**src/lcr_pkg.sv**
```systemverilog
/*
 * Constants, field positions and encodings shared by the logic cell files.
 * Assumes a 32-bit classic Wishbone bus with byte addresses on wb_adr_i.
 */
`default_nettype none

package lcr_pkg;

   // ************************************************************
   // Register map (byte addresses)
   // ************************************************************
   localparam int unsigned ADR_W      = 8;
   localparam logic [7:0]  ADR_LUT_A  = 8'h00;
   localparam logic [7:0]  ADR_LUT_B  = 8'h04;
   localparam logic [7:0]  ADR_COMB   = 8'h08;
   localparam logic [7:0]  ADR_CTRL   = 8'h0C;
   localparam logic [7:0]  ADR_STAT   = 8'h10;

   // ************************************************************
   // Reset values
   // ************************************************************
   localparam logic [15:0] LUT_RST    = 16'h0000;
   localparam logic [7:0]  COMB_RST   = 8'h00;
   localparam logic [15:0] CTRL_RST   = 16'h0000;

   // ************************************************************
   // Control register fields
   // ************************************************************
   localparam int CTL_CARRY  = 0;
   localparam int CTL_SUB    = 1;
   localparam int CTL_RAM    = 2;
   localparam int CTL_WIDE   = 3;
   localparam int CTL_SRC_X  = 4;
   localparam int CTL_SRC_Y  = 6;
   localparam int CTL_SR_X   = 8;
   localparam int CTL_SR_Y   = 10;
   localparam int CTL_EDGE_X = 12;
   localparam int CTL_EDGE_Y = 13;
   localparam int CTL_OUT_X  = 14;
   localparam int CTL_OUT_Y  = 15;

   // ************************************************************
   // Positions of the fabric pins inside the synchroniser vector
   // ************************************************************
   localparam int SYNC_W   = 15;
   localparam int PIN_LA   = 0;
   localparam int PIN_LB   = 4;
   localparam int PIN_H1   = 8;
   localparam int PIN_D0   = 9;
   localparam int PIN_D1   = 10;
   localparam int PIN_GATE = 11;
   localparam int PIN_SR   = 12;
   localparam int PIN_CK   = 13;
   localparam int PIN_CIN  = 14;

   // ************************************************************
   // Encodings
   // ************************************************************
   typedef enum logic [1:0] {
      LCR_SRC_F   = 2'h0,
      LCR_SRC_G   = 2'h1,
      LCR_SRC_H   = 2'h2,
      LCR_SRC_DIN = 2'h3
   } lcr_src_t;

   typedef enum logic [1:0] {
      LCR_SR_OFF = 2'h0,
      LCR_SR_SET = 2'h1,
      LCR_SR_RST = 2'h2,
      LCR_SR_NA  = 2'h3
   } lcr_sr_t;

endpackage : lcr_pkg

`default_nettype wire

```
**src/lcr_cell.sv**
```systemverilog
/*
 * Configurable logic cell: two 4-input tables, a combining table, carry
 * logic, two flops and an optional 16 x 2 / 32 x 1 memory mode.
 * Assumes fabric pins are asynchronous to clk_i and a classic Wishbone master.
 */
`timescale 1ns/1ns
`default_nettype none

module lcr_cell (
   // Clock and reset
   input  wire logic                     clk_i,
   input  wire logic                     rst_i,
   // Wishbone slave
   input  wire logic                     wb_cyc_i,
   input  wire logic                     wb_stb_i,
   input  wire logic                     wb_we_i,
   input  wire logic [lcr_pkg::ADR_W-1:0] wb_adr_i,
   input  wire logic [3:0]               wb_sel_i,
   input  wire logic [31:0]              wb_dat_i,
   output logic      [31:0]              wb_dat_o,
   output logic                          wb_ack_o,
   // Fabric inputs
   input  wire logic [3:0]               lut_a_inputs_i,
   input  wire logic [3:0]               lut_b_inputs_i,
   input  wire logic                     third_table_input_i,
   input  wire logic                     ram_data_input_i,
   input  wire logic                     ram_fifth_address_i,
   input  wire logic                     flop_gate_i,
   input  wire logic                     set_reset_i,
   input  wire logic                     cell_clock_i,
   input  wire logic                     carry_in_i,
   // Fabric outputs
   output logic                          comb_x_o,
   output logic                          comb_y_o,
   output logic                          first_flop_output_o,
   output logic                          second_flop_output_o,
   output logic                          carry_out_o
);
   import lcr_pkg::*;

   // ************************************************************
   // Input synchronisers
   // ************************************************************
   logic [SYNC_W-1:0] meta_q;
   logic [SYNC_W-1:0] pin_q;
   logic              ck_prev_q;
   wire  [SYNC_W-1:0] pin_raw;

   assign pin_raw = {carry_in_i, cell_clock_i, set_reset_i, flop_gate_i,
                     ram_fifth_address_i, ram_data_input_i,
                     third_table_input_i, lut_b_inputs_i, lut_a_inputs_i};

   // Two stages per pin; only pin_q is looked at by the cell logic
   always_ff @(posedge clk_i) begin
      if (rst_i) begin
         meta_q    <= '0;
         pin_q     <= '0;
         ck_prev_q <= 1'b0;
      end else begin
         meta_q    <= pin_raw;
         pin_q     <= meta_q;
         ck_prev_q <= pin_q[PIN_CK];
      end
   end

   wire [3:0] la   = pin_q[PIN_LA +: 4];
   wire [3:0] lb   = pin_q[PIN_LB +: 4];
   wire       h1   = pin_q[PIN_H1];
   wire       d0   = pin_q[PIN_D0];
   wire       d1   = pin_q[PIN_D1];
   wire       gate = pin_q[PIN_GATE];
   wire       sr   = pin_q[PIN_SR];
   wire       cin  = pin_q[PIN_CIN];

   // ************************************************************
   // Configuration registers
   // ************************************************************
   logic [7:0]  comb_q;
   logic [15:0] ctrl_q;

   wire carry_en = ctrl_q[CTL_CARRY];
   wire sub_en   = ctrl_q[CTL_SUB];
   wire ram_en   = ctrl_q[CTL_RAM];
   wire wide_en  = ctrl_q[CTL_WIDE];
   wire edge_x   = ctrl_q[CTL_EDGE_X];
   wire edge_y   = ctrl_q[CTL_EDGE_Y];
   wire out_x_h  = ctrl_q[CTL_OUT_X];
   wire out_y_h  = ctrl_q[CTL_OUT_Y];
   wire lcr_src_t src_x = lcr_src_t'(ctrl_q[CTL_SRC_X +: 2]);
   wire lcr_src_t src_y = lcr_src_t'(ctrl_q[CTL_SRC_Y +: 2]);
   wire lcr_sr_t  sr_x  = lcr_sr_t'(ctrl_q[CTL_SR_X +: 2]);
   wire lcr_sr_t  sr_y  = lcr_sr_t'(ctrl_q[CTL_SR_Y +: 2]);

   // ************************************************************
   // Cell clock edges
   // ************************************************************
   // The cell clock is sampled, so it must stay well below clk_i / 4
   wire ck_rise = pin_q[PIN_CK] & ~ck_prev_q;
   wire ck_fall = ~pin_q[PIN_CK] & ck_prev_q;
   wire act_x   = edge_x ? ck_fall : ck_rise;
   wire act_y   = edge_y ? ck_fall : ck_rise;

   // ************************************************************
   // Memory mode write decode
   // ************************************************************
   // The strobe shares the set/reset pin; the first flop's edge times writes
   wire ram_we   = ram_en & sr & act_x;
   wire we_a     = ram_we & (~wide_en | ~d1);
   wire we_b     = ram_we & (~wide_en | d1);
   wire wdat_a   = wide_en ? d0 : h1;
   wire wdat_b   = d0;

   // ************************************************************
   // Software access decode
   // ************************************************************
   logic        ack_q;
   wire         req     = wb_cyc_i & wb_stb_i;
   wire         wr_fire = req & wb_we_i & ack_q;
   wire         hit_a   = wb_adr_i == ADR_LUT_A;
   wire         hit_b   = wb_adr_i == ADR_LUT_B;
   wire         hit_c   = wb_adr_i == ADR_COMB;
   wire         hit_k   = wb_adr_i == ADR_CTRL;
   wire         hit_s   = wb_adr_i == ADR_STAT;
   wire [15:0]  tab_a;
   wire [15:0]  tab_b;
   wire [31:0]  new_a;
   wire [31:0]  new_b;
   wire [31:0]  new_c;
   wire [31:0]  new_k;

   // Byte lanes not selected keep their old value
   function automatic logic [31:0] merge_lanes(input logic [31:0] old_v,
                                               input logic [31:0] new_v,
                                               input logic [3:0]  sel);
      logic [31:0] m;
      m = old_v;
      for (int i = 0; i < 4; i++) begin
         if (sel[i]) begin
            m[8*i +: 8] = new_v[8*i +: 8];
         end
      end
      return m;
   endfunction : merge_lanes

   assign new_a = merge_lanes({16'h0000, tab_a}, wb_dat_i, wb_sel_i);
   assign new_b = merge_lanes({16'h0000, tab_b}, wb_dat_i, wb_sel_i);
   assign new_c = merge_lanes({24'h000000, comb_q}, wb_dat_i, wb_sel_i);
   assign new_k = merge_lanes({16'h0000, ctrl_q}, wb_dat_i, wb_sel_i);

   // ************************************************************
   // Look-up tables
   // ************************************************************
   wire lut_f;
   wire lut_g;

   lcr_lut u_lut_a (
      .clk_i     (clk_i),
      .rst_i     (rst_i),
      .cfg_we_i  (wr_fire & hit_a),
      .cfg_dat_i (new_a[15:0]),
      .ram_we_i  (we_a),
      .addr_i    (la),
      .ram_dat_i (wdat_a),
      .rd_o      (lut_f),
      .table_o   (tab_a)
   );

   lcr_lut u_lut_b (
      .clk_i     (clk_i),
      .rst_i     (rst_i),
      .cfg_we_i  (wr_fire & hit_b),
      .cfg_dat_i (new_b[15:0]),
      .ram_we_i  (we_b),
      .addr_i    (lb),
      .ram_dat_i (wdat_b),
      .rd_o      (lut_g),
      .table_o   (tab_b)
   );

   // ************************************************************
   // Carry logic
   // ************************************************************
   // Operand bits: table A inputs 0/1 are a0/b0, table B inputs 0/1 are a1/b1.
   // A counter feeds its flops back as a; up counts with b=0, cin=1,
   // down with subtract, b=0, cin=0; a load goes through the direct input.
   wire carry_on = carry_en & ~ram_en;
   wire b1       = lb[1] ^ sub_en;
   wire bb0      = la[1] ^ sub_en;
   wire s0       = la[0] ^ bb0 ^ cin;
   wire c1       = (la[0] & bb0) | (cin & (la[0] ^ bb0));
   wire s1       = lb[0] ^ b1 ^ c1;
   wire c2       = (lb[0] & b1) | (c1 & (lb[0] ^ b1));
   wire f_out    = carry_on ? s0 : lut_f;
   wire g_out    = carry_on ? s1 : lut_g;
   wire cout     = carry_on & c2;

   // ************************************************************
   // Combining table and output selection
   // ************************************************************
   wire       h_in3 = ram_en ? d1 : h1;
   wire [2:0] h_idx = {h_in3, g_out, f_out};
   wire       h_out = comb_q[h_idx];
   wire       x_d   = out_x_h ? h_out : f_out;
   wire       y_d   = out_y_h ? h_out : g_out;

   // Flop data sources, independent of what X and Y show
   wire din_x = (src_x == LCR_SRC_F) ? f_out :
                (src_x == LCR_SRC_G) ? g_out :
                (src_x == LCR_SRC_H) ? h_out : d0;
   wire din_y = (src_y == LCR_SRC_F) ? f_out :
                (src_y == LCR_SRC_G) ? g_out :
                (src_y == LCR_SRC_H) ? h_out : d0;

   // Set/reset acts at once, ignoring clock and gate; memory mode owns the pin
   wire sr_hit_x = sr & ~ram_en & (sr_x == LCR_SR_SET || sr_x == LCR_SR_RST);
   wire sr_hit_y = sr & ~ram_en & (sr_y == LCR_SR_SET || sr_y == LCR_SR_RST);
   wire take_x   = act_x & gate;
   wire take_y   = act_y & gate;

   // ************************************************************
   // Cell flops
   // ************************************************************
   logic fq_x_q;
   logic fq_y_q;

   // First flop
   always_ff @(posedge clk_i) begin
      if (rst_i) begin
         fq_x_q <= 1'b0;
      end else if (sr_hit_x) begin
         fq_x_q <= (sr_x == LCR_SR_SET);
      end else if (take_x) begin
         fq_x_q <= din_x;
      end
   end

   // Second flop
   always_ff @(posedge clk_i) begin
      if (rst_i) begin
         fq_y_q <= 1'b0;
      end else if (sr_hit_y) begin
         fq_y_q <= (sr_y == LCR_SR_SET);
      end else if (take_y) begin
         fq_y_q <= din_y;
      end
   end

   // ************************************************************
   // Output stage
   // ************************************************************
   // Every output is registered, so X, Y and carry lag the synchronised pins by a cycle
   always_ff @(posedge clk_i) begin
      if (rst_i) begin
         comb_x_o             <= 1'b0;
         comb_y_o             <= 1'b0;
         carry_out_o          <= 1'b0;
         first_flop_output_o  <= 1'b0;
         second_flop_output_o <= 1'b0;
      end else begin
         comb_x_o             <= x_d;
         comb_y_o             <= y_d;
         carry_out_o          <= cout;
         first_flop_output_o  <= fq_x_q;
         second_flop_output_o <= fq_y_q;
      end
   end

   // ************************************************************
   // Wishbone slave
   // ************************************************************
   wire [31:0] stat_w = {26'h0, carry_out_o, h_out, g_out, f_out,
                         fq_y_q, fq_x_q};
   wire [31:0] rd_mux = hit_a ? {16'h0000, tab_a} :
                        hit_b ? {16'h0000, tab_b} :
                        hit_c ? {24'h000000, comb_q} :
                        hit_k ? {16'h0000, ctrl_q} :
                        hit_s ? stat_w : 32'h00000000;

   // One wait state: ack in the cycle after the request, dropped after one
   always_ff @(posedge clk_i) begin
      if (rst_i) begin
         ack_q    <= 1'b0;
         wb_dat_o <= 32'h00000000;
      end else begin
         ack_q    <= req & ~ack_q;
         if (req & ~ack_q & ~wb_we_i) begin
            wb_dat_o <= rd_mux;
         end
      end
   end

   assign wb_ack_o = ack_q;

   // Writes land on the edge where the master sees ack
   always_ff @(posedge clk_i) begin
      if (rst_i) begin
         comb_q <= COMB_RST;
         ctrl_q <= CTRL_RST;
      end else begin
         if (wr_fire & hit_c) begin
            comb_q <= new_c[7:0];
         end
         if (wr_fire & hit_k) begin
            ctrl_q <= new_k[15:0];
         end
      end
   end

   wire [2:0] add_ref = {2'b00, la[0]} + {2'b00, bb0} + {2'b00, cin}
                        + {1'b0, lb[0], 1'b0} + {1'b0, b1, 1'b0};
endmodule : lcr_cell

`default_nettype wire

```
**src/lcr_lut.sv**
```systemverilog
/*
 * One 16-entry look-up table that doubles as a 16 x 1 write port memory.
 * Assumes both write requests come from the same clock domain; software wins.
 */
`timescale 1ns/1ns
`default_nettype none

module lcr_lut (
   // Clock and reset
   input  wire logic        clk_i,
   input  wire logic        rst_i,
   // Whole-table load from software
   input  wire logic        cfg_we_i,
   input  wire logic [15:0] cfg_dat_i,
   // Single-entry write and read
   input  wire logic        ram_we_i,
   input  wire logic [3:0]  addr_i,
   input  wire logic        ram_dat_i,
   // Results
   output logic             rd_o,
   output logic [15:0]      table_o
);
   import lcr_pkg::*;

   logic [15:0] mem_q;

   // Table contents; a software load overrides a fabric write in the same cycle
   always_ff @(posedge clk_i) begin
      if (rst_i) begin
         mem_q <= LUT_RST;
      end else if (cfg_we_i) begin
         mem_q <= cfg_dat_i;
      end else if (ram_we_i) begin
         mem_q[addr_i] <= ram_dat_i;
      end
   end

   // Read is purely combinational from the address
   assign rd_o    = mem_q[addr_i];
   assign table_o = mem_q;
endmodule : lcr_lut

`default_nettype wire

```
**config.mk**
```make
export PLATFORM = sky130hd
export DESIGN_NAME = lcr_cell
export DESIGN_NICKNAME = d
export VERILOG_FILES = /design/src/lcr_pkg.sv /design/src/lcr_cell.sv /design/src/lcr_lut.sv
export SDC_FILE = /design/constraint.sdc
export NUM_CORES = 1
export LEC_CHECK = 0
export BUFFER_PORTS_ARGS = -buffer_cell sky130_fd_sc_hd__clkbuf_2
export CAP_MARGIN = 25
export CELL_PAD_IN_SITES_DETAIL_PLACEMENT = 2
export CELL_PAD_IN_SITES_GLOBAL_PLACEMENT = 2
export CORE_MARGIN = 5
export CORE_UTILIZATION = 37
export CTS_BUF_LIST = sky130_fd_sc_hd__clkbuf_8
export CTS_CLUSTER_SIZE = 30
export DETAILED_ROUTE_END_ITERATION = 8
export GPL_ROUTABILITY_DRIVEN = 1
export PLACE_DENSITY = 0.91
export SLEW_MARGIN = 25
export SYNTH_ARGS = -nofsm -noshare
export SYNTH_HDL_FRONTEND = slang
export SYNTH_SLANG_ARGS = --single-unit
```
**constraint.sdc**
```tcl
create_clock -name clk_i -period 4.25 [get_ports clk_i]
set_input_delay 0.425 -clock clk_i [delete_from_list [all_inputs] [get_ports clk_i]]
set_output_delay 0.425 -clock clk_i [all_outputs]
set_load 0.03 [all_outputs]
```
Word-level counts from Yosys, hierarchy flattened:

Index checks and enable logic that the tools add are counted.

* magnitude comparators: 5
* equal/unequal tests: 16
* multiplexer cells: 41
* bitwise operators: 43
* reduce and logical (&&, ||, !) cells: 18

Operators by type and width (count)
* two-way mux 16 bit: 8
* bitwise mux 16 bit: 2
* bitwise AND 1 bit: 26
* two-way mux 1 bit: 23
* equality test 8 x 4 -> 1 bit, second input constant: 2
* two-way mux 8 bit: 2
* AND reduction 2 bit: 7
* less-than comparator 4 x 5 -> 1 bit, second input constant: 2
* binary-select mux 1 bit (select 4 bit): 2
* demux 1 bit (select 4 bit): 2
* equality test 2 x 1 -> 1 bit, second input constant: 4
* equality test 2 bit, second input constant: 4
* equality test 8 x 3 -> 1 bit, second input constant: 1
* equality test 8 x 5 -> 1 bit, second input constant: 1
* greater-or-equal comparator 4 x 1 -> 1 bit, second input constant: 2
* logical NOT 8 bit: 1
* != test 2 bit, second input constant: 4
* nonzero test 2 bit: 4
* inverter 1 bit: 7
* two-way mux 6 bit: 1
* XOR 1 bit: 6
* logical NOT 2 bit: 2
* less-than comparator 3 x 4 -> 1 bit, second input constant: 1
* bitwise OR 1 bit: 4
* 3 further kinds: 5

* flip-flop bits (word level): 127
* output and inout port bits: 38
* logic and storage cells: 142

Logic depth before layout (Yosys ltp):

Gate-level depths: netlist of run 1.

* word-level depth: 13
* depth in mapped cells: 10
* mapped depth without buffers: 9

Hierarchy:

Synthesis of run 1 repeated with hierarchy kept, for this count alone.

* cells, all modules: 754
* area total of the unflattened synthesis: 6299.8 um^2

By module, submodules not included
* lcr_cell: instances 1, cells an instance 500, area an instance 4062.6 um^2
* lcr_lut: instances 2, cells an instance 127, area an instance 1118.6 um^2

Worst setup path before layout of run 1:

Ideal clock, no wire load.

* kind: register to register
* from: reg pin_q[1]
* to: reg fq_x_q
* setup time: 0.131 ns
* arrival time: 2.374 ns
* data required time: 4.119 ns
* setup slack: 1.745 ns
* stages on the path, launching flop included: 11
* path buffers: 1
* period minus slack after synthesis: 2.505 ns
* cells stage by stage: dfxtp_1 buf_6 xor2_1 fa_1 inv_1 fa_1 o221ai_4 mux2_2 a221oi_1 o31a_1 o41ai_2

* longest elaborated chain between the ends: 13

RTL lines
* from (decl): RTL line lcr_cell.sv:45 `logic [SYNC_W-1:0] pin_q;`
* from (signal assigned): RTL line lcr_cell.sv:61 `pin_q <= meta_q;`
* XOR 1 bit: RTL line lcr_cell.sv:188 `wire bb0 = la[1] ^ sub_en;`
* XOR 1 bit: RTL line lcr_cell.sv:189, lcr_cell.sv:190
* bitwise AND 1 bit: RTL line lcr_cell.sv:190 `wire c1 = (la[0] & bb0) | (cin & (la[0] ^ bb0));`
* bitwise OR 1 bit: RTL line lcr_cell.sv:190
* XOR 1 bit: RTL line lcr_cell.sv:191 `wire s1 = lb[0] ^ b1 ^ c1;`
* two-way mux 1 bit: RTL line lcr_cell.sv:194 `wire g_out = carry_on ? s1 : lut_g;`
* binary-select mux 1 bit (select 3 bit): RTL line lcr_cell.sv:202 `wire h_out = comb_q[h_idx];`
* two-way mux 1 bit (not written as such): RTL line lcr_cell.sv:202
* two-way mux 1 bit: RTL line lcr_cell.sv:209 `(src_x == LCR_SRC_H) ? h_out : d0;`
* two-way mux 1 bit: RTL line lcr_cell.sv:208 `(src_x == LCR_SRC_G) ? g_out :`
* two-way mux 1 bit (*): RTL line lcr_cell.sv:207 `wire din_x = (src_x == LCR_SRC_F) ? f_out :`
* two-way mux 1 bit (*): RTL line lcr_cell.sv:232 `end else if (take_x) begin`
* two-way mux 1 bit (*): RTL line lcr_cell.sv:230 `end else if (sr_hit_x) begin`
* to (signal assigned): RTL line lcr_cell.sv:231 `fq_x_q <= (sr_x == LCR_SR_SET);`
* to (signal assigned): RTL line lcr_cell.sv:233 `fq_x_q <= din_x;`
* to (decl): RTL line lcr_cell.sv:223 `logic fq_x_q;`

Every way passes the cells marked *; elsewhere a longest branch is shown, timed or not. The select of a mux whose other input is x is not followed.
A chain may end at the register's enable or synchronous reset.

Final worst setup path of run 1:

* from: reg pin_q[1]
* to: reg fq_y_q

* longest elaborated chain between the ends: 13

RTL lines
* XOR 1 bit: RTL line lcr_cell.sv:188
* XOR 1 bit: RTL line lcr_cell.sv:189, lcr_cell.sv:190
* bitwise AND 1 bit: RTL line lcr_cell.sv:190
* bitwise OR 1 bit: RTL line lcr_cell.sv:190
* XOR 1 bit: RTL line lcr_cell.sv:191
* two-way mux 1 bit: RTL line lcr_cell.sv:194
* binary-select mux 1 bit (select 3 bit): RTL line lcr_cell.sv:202
* two-way mux 1 bit (not written as such): RTL line lcr_cell.sv:202
* two-way mux 1 bit: RTL line lcr_cell.sv:212 `(src_y == LCR_SRC_H) ? h_out : d0;`
* two-way mux 1 bit: RTL line lcr_cell.sv:211 `(src_y == LCR_SRC_G) ? g_out :`
* two-way mux 1 bit (*): RTL line lcr_cell.sv:210 `wire din_y = (src_y == LCR_SRC_F) ? f_out :`
* two-way mux 1 bit (*): RTL line lcr_cell.sv:243 `end else if (take_y) begin`
* two-way mux 1 bit (*): RTL line lcr_cell.sv:241 `end else if (sr_hit_y) begin`
* to (signal assigned): RTL line lcr_cell.sv:242 `fq_y_q <= (sr_y == LCR_SR_SET);`
* to (signal assigned): RTL line lcr_cell.sv:244 `fq_y_q <= din_y;`
* to (decl): RTL line lcr_cell.sv:224 `logic fq_y_q;`

Marks and branches as above.

==> results by stage, run 1 <==
Drt:
- The total number of vias is around 5300.
- The starting DRC count in detailed routing is 484.
- In the routed design, unresolved DRC markers number 0.
- Once detail routing completed, the nets flagged for antenna violations numbered 0.
- The detailed-route wire length per cell is 23.6 um.
- The pre-antenna-repair detailed-routing pass consisted of 9 iterations.
- The wire length reported by the detailed router is approximately 21000 um.
- In the routed layout, each cell is associated on average with a via count of 6.07.

Critical path:
- The master of the slowest instance on the critical path is dfxtp_1.
- The highest fanout seen on the critical path is 12.
- In this design, the stage delay of the slowest critical-path cell is 0.72 ns.
- The start-to-end type of the worst setup path is flip-flop to flip-flop.
- The kind of cell with the highest combined delay along the critical path is multiplexers.
- The number of buffers and inverters on the critical path is 0.
- Walking the worst path, the cells encountered are xor2_1, fa_1, nor2_1, a21oi_2, mux4_2, mux2i_4, a31oi_1, o2bb2ai_1.
- The worst register-to-register path begins at pin_q[1]$_SDFF_PP0_.
- The number of cells on the worst reg-to-reg path is 8.
- STA classifies the critical path endpoint as a flip-flop.
- STA puts the critical path data required time at 4.51 ns.
- The worst-case register-to-register setup slack is 1.05 ns.
- Data arrives at the worst endpoint at around 3.5 ns.
- The terminus of the critical flop-to-flop path is fq_y_q$_SDFFE_PP0P_.
- The worst setup path is launched from a flip-flop.

Yosys:
- The proportion of synthesized chip area in sequential cells is 0.402.
- Counting instances in the post-synthesis netlist gives the leading cell types as dfxtp_1, nor2_1, mux2i_1, o21ai_0, a21oi_1.
- The synthesized-area fraction occupied by ao, oa, aoi and oai cells is 0.204.
- The xor and xnor area share after synthesis is 0.00317.
- The area fraction in and, or, nand and nor cells after synthesis is 0.210.
- The top-area cell type share of the netlist area is 0.402.
- The most frequently used flop master after synthesis is dfxtp_1.
- The mean instance size in the synthesized netlist is 8.70 sq um.
- By area, the combinational part of the netlist is dominated by simple AND/OR/NAND/NOR gates.
- In this run, synthesis inferred 0 flip-flops with an integrated enable.
- Ranked by total cell area, the synthesized netlist is headed by dfxtp_1, mux2i_1, nor2_1.
- The leading cell type by number of instances after synthesis is dfxtp_1.
- The synthesized design contains 111 register bits.
- For this run, asynchronously set or reset flops after synthesis account for 0.
- Of the total synthesized cell area, the portion taken by full adders, half adders and majority gates is 0.0118.
- The count of mapped cells out of synthesis is 635.
- The number of warning messages in the yosys log is 0.
- Synthesis instantiated 58 different standard cells from the library.
- The multiplexer fraction of the synthesized cell area is 0.104.
- The largest area contributor in the netlist is dfxtp_1.
- The synthesized netlist occupies a cell area of 0.00552 sq mm.

Layout:
- Relative to the synthesized area, the layout overhead comes to 10.5%.
- The utilization of the core after routing is 0.418.
- The post-route cell area is 0.00610 sq mm.
- In the final layout, the share of cells above drive strength 1 is 0.167.
- The diode insertion count for antenna repair is 0.
- The number of fill cells in the layout is around 1700.
- The final net count is 747.

Worst hold path:
- The start point of the worst min-delay path is third_table_input_i.
- Counting instances, the worst hold path has a depth of 2.
- In this run the worst hold path is classified as primary input to flip-flop.
- For hold timing, the worst endpoint is meta_q[8]$_SDFF_PP0_.

Clock tree:
- The number of buffers created by CTS is 9.
- The clock tree from TritonCTS is done.
- The number of resized instances in the post-cts repair step is 0.
- The number of buffers inserted for hold repair after clock tree synthesis is 0.
- Clock latency on the worst-skew pair, taken at its later pin, is 0.41 ns.
- The number of buffers between clock root and the deepest sink is 2.
- The clock root buffer is clkbuf_8.
- The number of levels in the clock H-tree is 3.
- CTS saw approximately 110 sinks.
- The clock slew seen by the registers of the worst setup and hold paths is 0.11 ns.
- The number of post-CTS setup repair buffers is 0.

Global route:
- The initial antenna violation count is 0.
- For this run the aggregate overflow at the end of global routing stands at 0.
- The first global-routing pass estimated 31900 um of wire.
- Entering global routing, the biggest net connects 114 pins.
- The overall global routing resource usage is 0.231.
- The via count of the first global-routing pass is ~5600.

Floorplan:
- The y dimension of the die is 132 um.
- In this run the core area contains 44 standard-cell rows.
- The core area is 0.0146 sq mm.
- The width of the die is 132 um.
- For this configuration, the core starts out at a cell density of 0.379.
- The die area is approximately 0.017 sq mm.
- During I/O placement, the number of pins put on the boundary was 102.

Timing:
- The highest clock frequency the design can meet is 0.313 GHz.
- The count of final max-slew check failures was 0.
- Across all hold checks on the routed design, the worst slack comes to 0.231 ns.
- The headroom to the max-slew limit is 0.303.
- The setup TNS after final layout is 0 ns.
- The setup violation total in the final timing report is 0.
- The final clock period utilization by the worst path is 0.753.
- The actual slew at the worst max-slew pin is 1.02 ns.
- The total count of hold-check failures in the final report came to 0.
- Setup repair after global routing left no endpoint under its margin.
- The setup clock skew after layout is roughly 0.019 ns.
- The clock period could shrink to between 3 and 4 ns.

Placement:
- The HPWL after detailed placement is 15500 um.
- The count of buffers added on input and output ports is 67.
- The congestion estimate from routability-driven global placement came to 0.897.
- Summing all placed instances gives a cell area of roughly 0.0059 sq mm.

Power and ir drop:
- Overall power consumption after layout is estimated at 1.91 mW.
- VDD sags by at most 217 uV.
- Summed over all cells, the static leakage comes to 2.04 nW.
- Power spread over the standard cell area amounts to around 310 mW/mm^2.

Run status:
- The flow ran to the end, and the final reports show no timing, DRC or antenna violations.

Run:
- Across the run, the number of max-cap violations was 0.
-- flip-flops by register name (all words and copies together) (netlist names) --
name                  count
carry_out_o               1
ck_prev_q                 1
comb_q                    8
comb_x_o                  1
comb_y_o                  1
ctrl_q                   16
first_flop_output_o       1
fq_x_q                    1
fq_y_q                    1
meta_q                   15
pin_q                    15
second_flop_output_o      1
u_lut_a.table_o          16
u_lut_b.table_o          16
wb_ack_o                  1
wb_dat_o                 16
-- worst max path at each step --
stage	start	end	cells after the start
finish	pin_q[1]$_SDFF_PP0_	fq_y_q$_SDFFE_PP0P_	8
global route	pin_q[1]$_SDFF_PP0_	fq_x_q$_SDFFE_PP0P_	8
CTS	pin_q[1]$_SDFF_PP0_	fq_y_q$_SDFFE_PP0P_	8
detailed placement	wb_adr_i[1]	u_lut_a.table_o[8]$_SDFFE_PP0P_	9
global placement	pin_q[1]$_SDFF_PP0_	fq_y_q$_SDFFE_PP0P_	8
floorplan	pin_q[1]$_SDFF_PP0_	fq_x_q$_SDFFE_PP0P_	10
-- logic make-up after synthesis --
kind of cell	count (synthesis)
adders and majority gates	4
xor gates and xnor gates	2
muxes	49
DFF	111
buffers and inverters	69
AOI/OAI and AO/OA	166
other	1
and+or+nand+nor	233
-- metrics by stage --
stage,setup slack [ns],std cells
CTS,1.10,867
detailed placement,0.953,852
global route,0.938,867
floorplan,1.74,650
global placement,1.14,852
finish,1.05,867
-- layout by cell type (no fill, tap or decap), types with 5 or more instances in the layout --
master,synthesis,final
dfxtp_1,111,111
nor2_1,84,84
clkbuf_2,1,66
o21ai_0,41,41
mux2i_1,41,41
a21oi_1,37,37
a211oi_1,36,36
nor2b_1,36,36
nand2_1,32,32
nor3_1,25,24
conb_1,1,16
inv_1,11,11
nand2b_1,11,11
a222oi_1,11,11
clkbuf_8,0,10
nand3_1,9,9
o31ai_1,9,9
buf_4,17,9
a22oi_1,8,8
nand3b_1,7,7
or2_2,5,5
a31oi_1,5,5
-- report_power, final --
group / leakage, nW / total, mW / switching [mW] / internal (mW)
registers: 0.903 / 1.08 / 0.0205 / 1.06
logic: 1.04 / 0.176 / 0.124 / 0.0520
clock network: 0.0969 / 0.650 / 0.409 / 0.240
-- layer usage --
metal | share of wire | wire, um | GRT usage | vias up
met5 | 0 | 0 | 0 | -
met4 | 0.041 | 845 | 0.0894 | 0
met3 | 0.058 | 1190 | 0.0500 | 54
met2 | 0.49 | 10100 | 0.398 | 219
met1 | 0.41 | 8340 | 0.280 | 2643
li1 | - | - | - | 2349
-- final cells by class --
class | instances | area [sq um] | share of cell area
clock inverters | 5 | 51.3 | 0.00840
multi-input cells | 470 | 3010 | 0.494
well taps | 184 | 230 | 0.0377
inverters | 11 | 41.3 | 0.00676
repair buffers | 76 | 409 | 0.0670
clock buffers | 10 | 138 | 0.0225
flip-flops and latches | 111 | 2220 | 0.364
-- worst register-to-register path, cell delays in order (launching register included) --
cell,delay (ns)
dfxtp_1,0.72
xor2_1,0.17
fa_1,0.51
nor2_1,0.05
a21oi_2,0.38
mux4_2,0.61
mux2i_4,0.31
a31oi_1,0.16
o2bb2ai_1,0.15
(Power assumes the default switching activity.)
==> run 2, diff against run 1 <==
- CORE_UTILIZATION: 37 -> 31
- PLACE_DENSITY: 0.91 -> 0.82
- clock period: 4.25 -> 2.7 ns (I/O delays scaled with it)
==> run 2 against run 1 <==
Against the previous run: setup slack worse by 1.0 ns; die area up 18%; critical path depth up 1; non-clock buffer count up 27; register-to-register slack worse by 1.0 ns; highest routed layer unchanged.
==> results by stage, run 2 (synthesis results as in run 1) <==
Floorplan:
- The boundary pin count is 102 (unchanged).
- The core area is 0.0174 sq mm (was 0.0146 sq mm).
- The die area is 0.0206 sq mm (was 0.0175 sq mm).
- The number of cell rows is 48 (was 44).
- The starting utilization of the core area is 0.317 (was 0.379).
- The width of the die was 143 um (was 132 um).
- The y dimension of the die is 143 um (was 132 um).

Run:
- The number of max-capacitance violations reported is 0 (unchanged).

Drt:
- The wire length reported by the detailed router came to 21400 um (was 20500 um).
- The final antenna-violating net count is 0 (unchanged).
- The ratio of routed vias to standard cells is 5.66 (was 6.07).
- The detailed-route wire length per cell is 22.9 um (was 23.6 um).
- The total number of vias is 5295 (was 5265).
- The DRC violation count after routing is 0 (unchanged).
- The first-pass detailed-route iteration total is 7 (was 9).
- The starting DRC count in detailed routing is 490 (was 484).

Timing:
- The final clock period utilization by the worst path was 0.980 (was 0.753).
- The actual slew at the worst max-slew pin is 0.867 ns (was 1.02 ns).
- The setup violation total in the final timing report came to 0 (unchanged).
- The setup clock skew after layout is 0.0146 ns (was 0.0186 ns).
- The total count of hold-check failures in the final report is 0 (unchanged).
- The final critical delay including setup and external delays is 2.65 ns (was 3.20 ns).
- The headroom to the max-slew limit was 0.406 (was 0.303).
- The minimum hold slack was 0.0789 ns (was 0.231 ns).
- The highest clock frequency the design can meet is 0.378 GHz (was 0.313 GHz).
- The count of final max-slew check failures is 0 (unchanged).

Clock tree:
- The number of buffers created by CTS came to 9 (unchanged).
- The clock slew seen by the registers of the worst setup and hold paths is 0.11 ns (about the same).
- The clock tree from TritonCTS is done (unchanged).
- The number of buffers between clock root and the deepest sink came to 2 (unchanged).
- The clock root buffer is clkbuf_8 (unchanged).
- The clock network latency to the later pin of the worst-skew pair was 0.41 ns (about the same).
- The number of levels in the clock H-tree is 3 (unchanged).
- The number of clock sinks is 111 (unchanged).

Global route:
- The pin count of the biggest net entering global routing is 44 (was 114).
- The wire length of the first global-routing pass is 32800 um (was 31900 um).
- The via count of the first global-routing pass is 5705 (was 5570).
- The overall global routing resource usage is 0.206 (was 0.231).
- The initial antenna violation count is 0 (unchanged).
- The sum of overflow across all layers after global routing is 0 (unchanged).

Placement:
- The final weighted congestion of routability-driven global placement is 0.896 (was 0.897).
- The cell count after placement is 915 (was 852).
- The count of buffers from port buffering is 67 (unchanged).
- The placed cell area is 0.00613 sq mm (was 0.00592 sq mm).
- The HPWL after detailed placement is 16100 um (was 15500 um).

Critical path:
- The critical path's largest stage delay is 0.55 ns (was 0.72 ns).
- The master of the slowest instance on the critical path is or3b_2 (was dfxtp_1).
- The endpoint type of the worst setup path is a flip-flop (unchanged).
- The arrival time at the worst endpoint is 2.95 ns (was 3.46 ns).
- The cell family with the largest share of critical-path delay is simple AND/OR/NAND/NOR gates (was multiplexers).
- The count of buffer and inverter cells on the critical path is 1 (was 0).
- The kind of start point of the critical path is a flip-flop (unchanged).
- The highest fanout seen on the critical path is 4 (was 12).
- The start-to-end type of the worst setup path is flip-flop to flip-flop (unchanged).
- List of cells traversed by the critical path: nand3b_1, o21ai_0, buf_4, and3_1, nand3b_1, or3b_2, o21ai_0, nor2_1, a211oi_1 (was xor2_1, fa_1, nor2_1, a21oi_2, mux4_2, mux2i_4, a31oi_1, o2bb2ai_1).
- The worst endpoint required time is 3.00 ns (was 4.51 ns).

Layout:
- The leading cell type in the layout, fill and taps excluded is dfxtp_1 (unchanged).
- The post-route cell area is 0.00638 sq mm (was 0.00610 sq mm).
- The number of fill cells in the layout is 1989 (was 1653).
- Most frequent cells in the layout: dfxtp_1, nor2_1, clkbuf_2 (unchanged).
- The area of the multi-input gates is 0.00304 sq mm (was 0.00301 sq mm).
- The non-filler instance count after layout was 935 (was 867).
- The footprint of the flip-flops and latches is 0.00223 sq mm (was 0.00222 sq mm).
- The diode insertion count for antenna repair is 0 (unchanged).
- The share of final-layout standard cells stronger than drive strength 1 is 0.206 (was 0.167).
- The final net count is 774 (was 747).
- The post-synthesis to final-layout area growth is 15.5% (was 10.5%).

Power and ir drop:
- The clock group share of total power is 0.322 (was 0.340).
- The peak supply drop came to 369 uV (was 217 uV).
- The static power due to leakage came to 2.18 nW (was 2.04 nW).
- The part of the total power dissipated in sequential elements is 0.575 (was 0.567).
- The power spent charging and discharging nets is 0.845 mW (was 0.554 mW).
- The net switching fraction of the power is 0.286 (was 0.290).
- The internal cell power is 2.10 mW (was 1.35 mW).
- The power per standard cell area is 462 mW/mm^2 (was 313 mW/mm^2).
- The share of total power in combinational logic is 0.103 (was 0.092).

Worst hold path:
- The type of the worst min-delay path is primary input to flip-flop (unchanged).

Run status:
- Status: completed (unchanged).
run 2: cell count changes in the layout (fill, tap and decap cells not counted), sizes merged:
cell      previous run  this run
clkbuf              76        75
inv                 15        14
clkinvlp             0         1
clkinv               1         2
buf                 10        37
run 2: power by group through the flow:
| stage | sequential [mW] | combinational [mW] | clock, mW |
|---|---|---|---|
| floorplan | 1.75 | 0.173 | 0 |
| global placement | 1.73 | 0.284 | 0 |
| detailed placement | 1.73 | 0.296 | 0 |
| CTS | 1.70 | 0.300 | 0.982 |
| global route | 1.70 | 0.324 | 1.04 |
| finish | 1.70 | 0.303 | 0.949 |
run 2: layout make-up:
type	count	area share
clock buffers	9	0.0194
clock inverters	6	0.00686
inverters	11	0.00647
multi-input cells	470	0.476
flip-flops and latches	111	0.350
well taps	225	0.0441
repair buffers	103	0.0973
run 2: path summary, 6_finish.rpt:
check	start	end	slack, ns	cells past startpoint
worst min-delay path	set_reset_i	meta_q[12]$_SDFF_PP0_	0.08	2
worst max register to register	ctrl_q[12]$_SDFFE_PP0P_	u_lut_b.table_o[5]$_SDFFE_PP0P_	0.05	9
worst max-delay path	ctrl_q[12]$_SDFFE_PP0P_	u_lut_b.table_o[5]$_SDFFE_PP0P_	0.05	9
worst min register to register	meta_q[7]$_SDFF_PP0_	pin_q[7]$_SDFF_PP0_	0.44	1
run 2: per-stage QoR:
step,worst slack (ns),TNS [ns],power (mW),utilization
detailed placement,-0.0270,-0.0434,2.03,0.352
CTS,0.0188,0,2.98,0.365
global route,-0.0102,-0.0102,3.06,0.366
global placement,0.0351,0,2.02,0.352
finish,0.0534,0,2.95,0.366
floorplan,0.195,0,1.92,-
run 2: routing by layer:
metal,GRT usage,up-vias,share of wire
li1,-,2407,-
met1,0.262,2663,0.42
met2,0.352,188,0.49
met3,0.0483,37,0.068
met4,0.0560,0,0.019
met5,0,-,0
run 2: timing repair:
item | CTS | global route
pin swaps | 2 | 2
setup endpoints to repair | 3 | 5
hold buffers | 0 | 0
gates resized for setup | 6 | 5
buffers inserted | 3 | 2
